--- config.mk ---
export PLATFORM = sky130hd
export DESIGN_NAME = pioc_port_ctrl
export DESIGN_NICKNAME = d
export VERILOG_FILES = /design/src/shared/pioc_pkg.sv /design/src/core/pioc_port_ctrl.sv /design/src/core/pioc_loop_mux.sv
export SDC_FILE = /design/constraint.sdc
export NUM_CORES = 1
export LEC_CHECK = 0
export BUFFER_PORTS_ARGS = -buffer_cell sky130_fd_sc_hd__buf_2
export CAP_MARGIN = 25
export CORE_ASPECT_RATIO = 1.1
export CORE_MARGIN = 2
export CORE_UTILIZATION = 44
export CTS_CLUSTER_DIAMETER = 40
export DETAILED_ROUTE_END_ITERATION = 6
export PLACE_DENSITY = 0.86
export SLEW_MARGIN = 20
export SYNTH_ARGS = -nofsm -noshare
export SYNTH_HDL_FRONTEND = slang
export SYNTH_HIERARCHICAL = 1
export SYNTH_SLANG_ARGS = --single-unit
--- constraint.sdc ---
create_clock -name core_clk -period 1.3 [get_ports core_clk]
set_input_delay 0.065 -clock core_clk [delete_from_list [all_inputs] [get_ports core_clk]]
set_output_delay 0.065 -clock core_clk [all_outputs]
set_load 0.01 [all_outputs]
--- src/shared/pioc_pkg.sv ---
// Constants for the per-port interrupt and operation control register group
package pioc_pkg;
	// ----------------------------------------------------------------
	// Register offsets within one port block
	// ----------------------------------------------------------------
	localparam int PIOC_ADDR_W = 12;
	localparam logic [11:0] PIOC_OFS_IRQ_STATUS = 12'h01B;
	localparam logic [11:0] PIOC_OFS_IRQ_MASK = 12'h01F;
	localparam logic [11:0] PIOC_OFS_OP_CTRL = 12'h020;

	// ----------------------------------------------------------------
	// Field positions
	// ----------------------------------------------------------------
	localparam int PIOC_BIT_ACL = 0;
	localparam int PIOC_BIT_PHY = 1;
	localparam int PIOC_BIT_TAIL_TAG = 2;
	localparam int PIOC_BIT_REMOTE_LOOP = 6;
	localparam int PIOC_BIT_LOCAL_LOOP = 7;
	localparam int PIOC_QUEUE_LSB = 0;

	// ----------------------------------------------------------------
	// Reset values and encodings
	// ----------------------------------------------------------------
	localparam logic [1:0] PIOC_STATUS_RST = 2'h0;
	localparam logic [1:0] PIOC_MASK_RST = 2'h0;
	localparam logic [7:0] PIOC_OP_CTRL_RST = 8'h00;
	localparam logic [7:0] PIOC_RDATA_RST = 8'h00;

	typedef enum logic [1:0] {
		PIOC_Q_SINGLE = 2'b00,
		PIOC_Q_TWO = 2'b01,
		PIOC_Q_FOUR = 2'b10,
		PIOC_Q_RESERVED = 2'b11
	} pioc_queue_mode_t;
endpackage

--- src/core/pioc_port_ctrl.sv ---
// Per-port interrupt status, interrupt mask and operation control registers
`timescale 1ns/1ps
module pioc_port_ctrl
	import pioc_pkg::*;
#(
	parameter int PORT_NUM = 1,
	parameter bit HAS_PHY = 1'b1,
	parameter int PHY_SRC_W = 8,
	parameter int DATA_W = 8
) (
	input wire logic core_clk,
	input wire logic resetn,
	input wire logic [PIOC_ADDR_W-1:0] reg_addr,
	input wire logic reg_wr,
	input wire logic reg_rd,
	input wire logic [7:0] reg_wdata,
	output logic [7:0] reg_rdata,
	input wire logic [PHY_SRC_W-1:0] phy_irq_src,
	input wire logic acl_cnt_event,
	output logic port_irq,
	output logic tail_tag_en,
	output logic [1:0] queue_mode,
	input wire logic [DATA_W-1:0] fab_egr_data,
	input wire logic fab_egr_valid,
	input wire logic [DATA_W-1:0] line_rx_data,
	input wire logic line_rx_valid,
	output logic [DATA_W-1:0] fab_ing_data,
	output logic fab_ing_valid,
	output logic [DATA_W-1:0] line_tx_data,
	output logic line_tx_valid
);
	logic [1:0] status_q, status_d;
	logic [1:0] mask_q, mask_d;
	logic [7:0] op_ctrl_q, op_ctrl_d;
	logic [7:0] rdata_q, rdata_d;
	logic wr_status, wr_mask, wr_ctrl;
	logic acl_toggle;
	logic [1:0] pending;

	// ----------------------------------------------------------------
	// Address decode
	// ----------------------------------------------------------------
	// Writes to the status register are accepted and have no effect
	assign wr_status = reg_wr && reg_addr == PIOC_OFS_IRQ_STATUS;
	assign wr_mask = reg_wr && reg_addr == PIOC_OFS_IRQ_MASK;
	assign wr_ctrl = reg_wr && reg_addr == PIOC_OFS_OP_CTRL;
	assign acl_toggle = wr_mask && (reg_wdata[PIOC_BIT_ACL] != mask_q[PIOC_BIT_ACL]);

	// ----------------------------------------------------------------
	// Interrupt status and mask
	// ----------------------------------------------------------------
	// Next values for status and mask
	always_comb begin
		status_d = status_q;
		mask_d = mask_q;
		status_d[PIOC_BIT_PHY] = HAS_PHY && (|phy_irq_src);
		if (acl_toggle) begin
			status_d[PIOC_BIT_ACL] = 1'b0;
		end
		if (acl_cnt_event) begin
			status_d[PIOC_BIT_ACL] = 1'b1;
		end
		if (wr_mask) begin
			mask_d = reg_wdata[1:0];
		end
	end

	// Register status and mask
	always_ff @(posedge core_clk or negedge resetn) begin
		if (!resetn) begin
			status_q <= PIOC_STATUS_RST;
			mask_q <= PIOC_MASK_RST;
		end else begin
			status_q <= status_d;
			mask_q <= mask_d;
		end
	end

	// PHY status bit raises the interrupt only on PHY ports
	assign pending = status_q & ~mask_q & {HAS_PHY, 1'b1};
	assign port_irq = |pending;

	// ----------------------------------------------------------------
	// Operation control
	// ----------------------------------------------------------------
	// Next value of the control register
	always_comb begin
		op_ctrl_d = op_ctrl_q;
		if (wr_ctrl) begin
			op_ctrl_d[PIOC_BIT_LOCAL_LOOP] = reg_wdata[PIOC_BIT_LOCAL_LOOP];
			op_ctrl_d[PIOC_BIT_REMOTE_LOOP] = reg_wdata[PIOC_BIT_REMOTE_LOOP];
			op_ctrl_d[PIOC_BIT_TAIL_TAG] = reg_wdata[PIOC_BIT_TAIL_TAG];
			if (reg_wdata[1:0] != PIOC_Q_RESERVED) begin
				op_ctrl_d[1:0] = reg_wdata[1:0];
			end
		end
		op_ctrl_d[5:3] = 3'h0;
	end

	always_ff @(posedge core_clk or negedge resetn) begin
		if (!resetn) begin
			op_ctrl_q <= PIOC_OP_CTRL_RST;
		end else begin
			op_ctrl_q <= op_ctrl_d;
		end
	end

	assign tail_tag_en = op_ctrl_q[PIOC_BIT_TAIL_TAG];
	assign queue_mode = op_ctrl_q[1:0];

	// ----------------------------------------------------------------
	// Read path
	// ----------------------------------------------------------------
	// Read data, one cycle after the read strobe; no read side effects
	always_comb begin
		rdata_d = rdata_q;
		if (reg_rd) begin
			case (reg_addr)
				PIOC_OFS_IRQ_STATUS: rdata_d = {6'h00, status_q};
				PIOC_OFS_IRQ_MASK: rdata_d = {6'h00, mask_q};
				PIOC_OFS_OP_CTRL: rdata_d = op_ctrl_q;
				default: rdata_d = 8'h00;
			endcase
		end
	end

	// Register the read data
	always_ff @(posedge core_clk or negedge resetn) begin
		if (!resetn) begin
			rdata_q <= PIOC_RDATA_RST;
		end else begin
			rdata_q <= rdata_d;
		end
	end

	assign reg_rdata = rdata_q;

	// ----------------------------------------------------------------
	// Loopback datapath
	// ----------------------------------------------------------------
	// echo paths for both port kinds
	pioc_loop_mux #(
		.DATA_W(DATA_W)
	) u_loop (
		.core_clk(core_clk),
		.resetn(resetn),
		.local_loop_en(op_ctrl_q[PIOC_BIT_LOCAL_LOOP]),
		.remote_loop_en(op_ctrl_q[PIOC_BIT_REMOTE_LOOP]),
		.fab_egr_data(fab_egr_data),
		.fab_egr_valid(fab_egr_valid),
		.line_rx_data(line_rx_data),
		.line_rx_valid(line_rx_valid),
		.fab_ing_data(fab_ing_data),
		.fab_ing_valid(fab_ing_valid),
		.line_tx_data(line_tx_data),
		.line_tx_valid(line_tx_valid)
	);
endmodule // pioc_port_ctrl

--- src/core/pioc_loop_mux.sv ---
// Loopback steering between switch fabric and the port's external pins
`timescale 1ns/1ps
module pioc_loop_mux
	import pioc_pkg::*;
#(
	parameter int DATA_W = 8
) (
	input wire logic core_clk,
	input wire logic resetn,
	input wire logic local_loop_en,
	input wire logic remote_loop_en,
	input wire logic [DATA_W-1:0] fab_egr_data,
	input wire logic fab_egr_valid,
	input wire logic [DATA_W-1:0] line_rx_data,
	input wire logic line_rx_valid,
	output logic [DATA_W-1:0] fab_ing_data,
	output logic fab_ing_valid,
	output logic [DATA_W-1:0] line_tx_data,
	output logic line_tx_valid
);
	logic [DATA_W-1:0] fab_ing_data_d;
	logic fab_ing_valid_d;
	logic [DATA_W-1:0] line_tx_data_d;
	logic line_tx_valid_d;

	// ----------------------------------------------------------------
	// Path selection
	// ----------------------------------------------------------------
	// Steer each direction by the two loopback controls
	always_comb begin
		if (local_loop_en) begin
			fab_ing_data_d = fab_egr_data;
			fab_ing_valid_d = fab_egr_valid;
		end else if (remote_loop_en) begin
			fab_ing_data_d = '0;
			fab_ing_valid_d = 1'b0;
		end else begin
			fab_ing_data_d = line_rx_data;
			fab_ing_valid_d = line_rx_valid;
		end
		if (remote_loop_en) begin
			line_tx_data_d = line_rx_data;
			line_tx_valid_d = line_rx_valid;
		end else if (local_loop_en) begin
			line_tx_data_d = '0;
			line_tx_valid_d = 1'b0;
		end else begin
			line_tx_data_d = fab_egr_data;
			line_tx_valid_d = fab_egr_valid;
		end
	end

	// Register both outputs
	always_ff @(posedge core_clk or negedge resetn) begin
		if (!resetn) begin
			fab_ing_data <= '0;
			fab_ing_valid <= 1'b0;
			line_tx_data <= '0;
			line_tx_valid <= 1'b0;
		end else begin
			fab_ing_data <= fab_ing_data_d;
			fab_ing_valid <= fab_ing_valid_d;
			line_tx_data <= line_tx_data_d;
			line_tx_valid <= line_tx_valid_d;
		end
	end
endmodule // pioc_loop_mux

Word level (Yosys, flattened, before mapping)
Cells that the tools add are included.
{"block": "totals", "in_bits": 51, "output_inout_bits": 30, "wordCells": 35, "register_bits": 35}
{"block": "op_classes", "n_bitwise": 2, "reduce_logical": 7, "n_mux": 11, "eq_ne": 5}
{"op": "$mux 8", "count": 4}
{"op": "$eq 12x5->1 const B", "count": 2}
{"op": "$pmux 8 s3", "count": 1}
{"op": "$eq 12x6->1 const B", "count": 1}
{"op": "$reduce_or 8->1", "count": 1}
{"op": "$mux 1", "count": 6}
{"op": "$logic_and 1x1->1", "count": 3}
{"op": "$and 2x2->2", "count": 1}
{"op": "$ne 2x2->1 const B", "count": 1}
{"op": "$not 2->2", "count": 1}
{"op": "$reduce_and 2->1", "count": 1}
{"op": "$reduce_bool 2->1", "count": 1}
{"op": "$reduce_or 2->1", "count": 1}
{"op": "$ne 1x1->1", "count": 1}

Logic depth before layout (Yosys ltp)
{"block": "depth", "ltp_word": 5, "ltp_mapped": 4, "depth_no_buf": 3}

By module
Netlist, hierarchy kept.
{"mod": "pioc_port_ctrl", "seq_area_each_um2": 350.3, "instances": 1, "cells_per_inst": 75, "area_per_inst_um2": 810.8}
{"mod": "pioc_loop_mux", "seq_area_each_um2": 450.4, "instances": 1, "cells_per_inst": 44, "area_per_inst_um2": 653.1}

Worst setup path before layout
Ideal clock, no wire load.
{"block": "synth_path", "path_type": "input-to-reg", "startpoint": "in reg_addr[7]", "endpoint": "reg mask_q[0]", "cell_stages": 3, "t_arrival_ns": 1.051, "setup_ns": 0.125, "n_path_buf": 0, "setup_slack_ns": 0.125, "required_ns": 1.175, "cell_sequence": "nor4_4 > and4_4 > mux2_2"}
{"block": "synth_between", "elab_chain_len": 2}
{"element": "start, declared", "line_no": "pioc_port_ctrl.sv:13", "source": "input wire logic [PIOC_ADDR_W-1:0] reg_addr,"}
{"element": "$eq 12x5->1", "line_no": "pioc_port_ctrl.sv:45", "source": "assign wr_mask = reg_wr && reg_addr == PIOC_OFS_IRQ_MASK;"}
{"element": "$logic_and 1x1->1", "line_no": "pioc_port_ctrl.sv:45"}
{"element": "end signal, assigned", "line_no": "pioc_port_ctrl.sv:75", "source": "mask_q <= mask_d;"}
{"element": "end, declared", "line_no": "pioc_port_ctrl.sv:33", "source": "logic [1:0] mask_q, mask_d;"}
No other way between the ends.
A chain may end at the register's enable or synchronous reset.

Worst setup path in the final report
{"block": "layout_path", "startpoint": "in phy_irq_src[2]", "endpoint": "reg status_q[1]"}
{"block": "layout_between", "elab_chain_len": 1}
{"element": "start, declared", "line_no": "pioc_port_ctrl.sv:18", "source": "input wire logic [PHY_SRC_W-1:0] phy_irq_src,"}
{"element": "$reduce_or 8->1", "line_no": "pioc_port_ctrl.sv:56", "source": "status_d[PIOC_BIT_PHY] = HAS_PHY && (|phy_irq_src);"}
{"element": "net status_d[1]", "line_no": "pioc_port_ctrl.sv:32", "source": "logic [1:0] status_q, status_d;"}
{"element": "end signal, assigned", "line_no": "pioc_port_ctrl.sv:74", "source": "status_q <= status_d;"}
{"element": "end, declared", "line_no": "pioc_port_ctrl.sv:32"}
The timed path passes the listed nets, and every way through them passes these cells.

==> impl_metrics.csv <==
group,metric,value,unit
timing,fmax,0.786,GHz
setup_path,crit_arrival,1.50,ns
synthesis,synth_cell_types,35,
synthesis,syn-cell-area,1460,um2
drt,routedWlPerCell,15.0,um
timing,min_period,1.27,ns
synthesis,ys_seq_elements,32,
timing,period_share,97.9,%
power_and_ir_drop,vdd_drop_max,545,uV
timing,worstMarginPinSlew,0.697,ns
setup_path,cp-end-kind,"flip-flop",
drt,drc,0,
hold_path,hp-start,"reg_wdata[0]",
synthesis,avgSynthCellArea,12.3,um2
synthesis,async_flop_share,100,%
synthesis,yosysWarnings,6,
floorplan,core_area,3100,um2
clocking,cts-htree-levels,2,
placed_design,hpwl,2480,um
layout,seq_area,801,um2
timing,hold_violations,0,
clocking,cts_sinks,32,
setup_path,max_stage_delay,0.58,ns
floorplan,num_rows,21,
timing,relSlewSlack,53.5,%
power_and_ir_drop,power_switching,0.000508,W
layout,syn2layout_area_growth,51.7,%
setup_path,startpoint_type,"primary input",
power_and_ir_drop,switching_share,24.2,%
floorplan,start_util,47.2,%
synthesis,syn_inst,119,
setup_path,reg2reg_depth,2,
setup_path,cp_data_required_time,1.53,ns
grt,grt_first_pass_wirelength,6180,um
drt,first_pass_iters,5,
drt,drt_iter0_drc,34,
setup_path,worstPathCellList,"dlygate4sd3_1, buf_2, nor4_1, dlygate4sd3_1, nand2_1",
setup_path,critPathSlowestCell,"dlygate4sd3_1",
floorplan,dieArea,3800,um2
grt,grt.total_usage,21.5,%
timing,fin_tns_setup,0,ns
grt,grt_start_max_net_pins,33,
layout,final_cells,260,
drt,post_drt_via_cell_ratio,5.30,
drt,wl,3910,um
setup_path,setup.worst_path.start,"phy_irq_src[2]",
placed_design,place.gp.congestion,0.757,
placed_design,placed_cells,224,
floorplan,die_x,59.0,um
timing,drv_slew,0,
placed_design,placement.io_buffers,74,
setup_path,path_class,"in -> reg",
timing,setup_ws,0.0274,ns
layout,final_nets,276,
flow_run,cap_violations,0,
drt,vias,1377,
hold_path,hold_depth,2,
power_and_ir_drop,p_int,0.00159,W
timing,fin_worst_skew,0.00936,ns
grt,gr-total-overflow,0,
clocking,numCtsBuffers,5,
clocking,clock_latency,0.34,ns
power_and_ir_drop,p_clk_share,36.3,%
grt,antenna_found_initial,0,
power_and_ir_drop,seq_power_share,49.3,%
layout,fill_cells,227,
placed_design,preCtsSetupSlack,0.0643,ns
power_and_ir_drop,power_leakage,1.15,nW
setup_path,ff2ff_setup_slack,0.25,ns
synthesis,synth_edf_count,0,
clocking,cts-root-buf,"clkbuf_4",
layout,drive_gt1_share,43.8,%
layout,multiInputGateArea,587,um2
synthesis,synth-seq-area-share,54.7,%
hold_path,min_to,"mask_q[0]",
synthesis,ys.flop_type,"dfrtp_1",
clocking,path_clk_slew,0.10,ns
timing,rsz0062_at_grt,"no",
setup_path,rr_startpoint,"op_ctrl_q[7]",
setup_path,cp_max_fo,1,
setup_path,timing.rr.end,"u_loop/line_tx_data[6]",
layout,diodes,0,
grt,grt_pass1_vias,1404,
outcome,outcome,"completed",
floorplan,io_pins,81,
drt,drtAntennaViolNets,0,
power_and_ir_drop,p_comb_share,14.4,%
power_and_ir_drop,power_density,944,nW/um2
clocking,clockBufferDepth,2,
setup_path,crit_top_cell,"dlygate4sd3_1",
hold_path,worstHoldPathType,"in -> reg",
timing,setup_viol,0,
clocking,cts_tree,"done",
floorplan,die_y,64.5,um
==> kinds of logic (layout without fill, tap and decap cells) <==
kind of cell	Yosys count	in the layout	share of synthesized area (%)
buf+inv	16	121	6.15
flops	32	32	54.7
other cells	1	3	0.256
mux	7	7	5.98
xor+xnor	1	1	0.598
compound gates	29	29	15.0
simple gates	33	33	17.3
==> worst max-delay path by stage <==
stage	endpoint	slack, ns	cells past startpoint
detailed placement	mask_q[0]	0.06	4
global placement	mask_q[1]	0.09	4
CTS	status_q[1]	0.07	5
floorplan	mask_q[0]	0.12	3
global route	status_q[1]	0.009	5
finish	status_q[1]	0.03	5
==> sequential cells by signal, summed over array words and instances, names as in the netlist <==
name / cells
u_loop/fab_ing_data: 8
u_loop/line_tx_data: 8
op_ctrl_q: 5
reg_rdata: 5
mask_q: 2
status_q: 2
u_loop/fab_ing_valid: 1
u_loop/line_tx_valid: 1
==> cells in the mapped netlist (2+ instances only) <==
cell type | number | area share (%)
dfrtp_1 | 32 | 55
a22o_1 | 16 | 9.6
inv_1 | 6 | 1.5
nand2_1 | 6 | 1.5
buf_4 | 5 | 2.6
nor2_1 | 4 | 1.0
o22ai_1 | 4 | 1.7
buf_2 | 3 | 1.0
mux2_4 | 3 | 3.1
nand4_1 | 3 | 1.3
o21ai_0 | 3 | 1.0
a21oi_1 | 2 | 0.68
a41oi_1 | 2 | 1.2
and4_4 | 2 | 1.5
mux2_2 | 2 | 1.5
mux2i_1 | 2 | 1.4
nand2b_1 | 2 | 0.85
nor2b_1 | 2 | 0.85
nor4_1 | 2 | 0.85
nor4b_1 | 2 | 1.2
nor4bb_1 | 2 | 1.4
==> power groups by stage <==
stage | sequential, W | clock [W] | combinational [W]
floorplan | 0.00107 | 0 | 0.0000723
global placement | 0.00105 | 0 | 0.000227
finish | 0.00103 | 0.000762 | 0.000302
CTS | 0.00103 | 0.000756 | 0.000295
detailed placement | 0.00105 | 0 | 0.000233
global route | 0.00104 | 0.000825 | 0.000328
==> per-stage QoR <==
step           util (%)  power [W]  cell area (um2)  hold WS [ns]
3_5_place_dp       59.8    0.00128             1850         0.148
5_1_grt            71.6    0.00219             2220       0.00734
3_3_place_gp       59.8    0.00128             1850         0.135
2_1_floorplan         -    0.00114             1470        -0.231
4_1_cts            71.4    0.00208             2210       0.00326
6_report           71.6    0.00210             2220        0.0142
==> final cells by class <==
cell class              count  area share [%]
clock buffers               5            1.69
clock inverters             3            1.92
inverters                   6            1.01
multi-input cells          73            26.4
flip-flops and latches     32            36.1
well taps                  34            1.92
repair buffers            107            31.0
==> routing by layer <==
metal  up-vias  wire (um)  GRT usage (%)
met2        84       1910           36.8
met1       638       1600           26.0
met4         0         53           6.82
met5         -          0              0
li1        647          -              -
met3         8        352           5.59
==> what timing repair did <==
| item | 4_1_cts | 5_1_grt |
|---|---|---|
| setup endpoints to repair | 0 | 1 |
| buffers inserted | 0 | 0 |
| resized for setup | 0 | 1 |
| hold endpoints to repair | 56 | 0 |
| hold buffers | 28 | 0 |
==> cell usage in the layout (no fill, tap or decap), types with 3 or more instances in the layout <==
cell type / synthesis / layout
buf_2: 3 / 74
dfrtp_1: 32 / 32
dlygate4sd3_1: 0 / 28
a22o_1: 16 / 16
inv_1: 6 / 6
nand2_1: 6 / 6
clkbuf_4: 0 / 5
buf_4: 5 / 5
o22ai_1: 4 / 4
nor2_1: 4 / 4
nand4_1: 3 / 3
o21ai_0: 3 / 3
mux2_4: 3 / 3
conb_1: 1 / 3
==> critical path: cells and delay by family <==
kind / cells / cell delay, ns
buffers and inverters: 3 / 1.24
AND/OR/NAND/NOR: 2 / 0.19
Note: power is estimated with default switching activity, not from simulation.
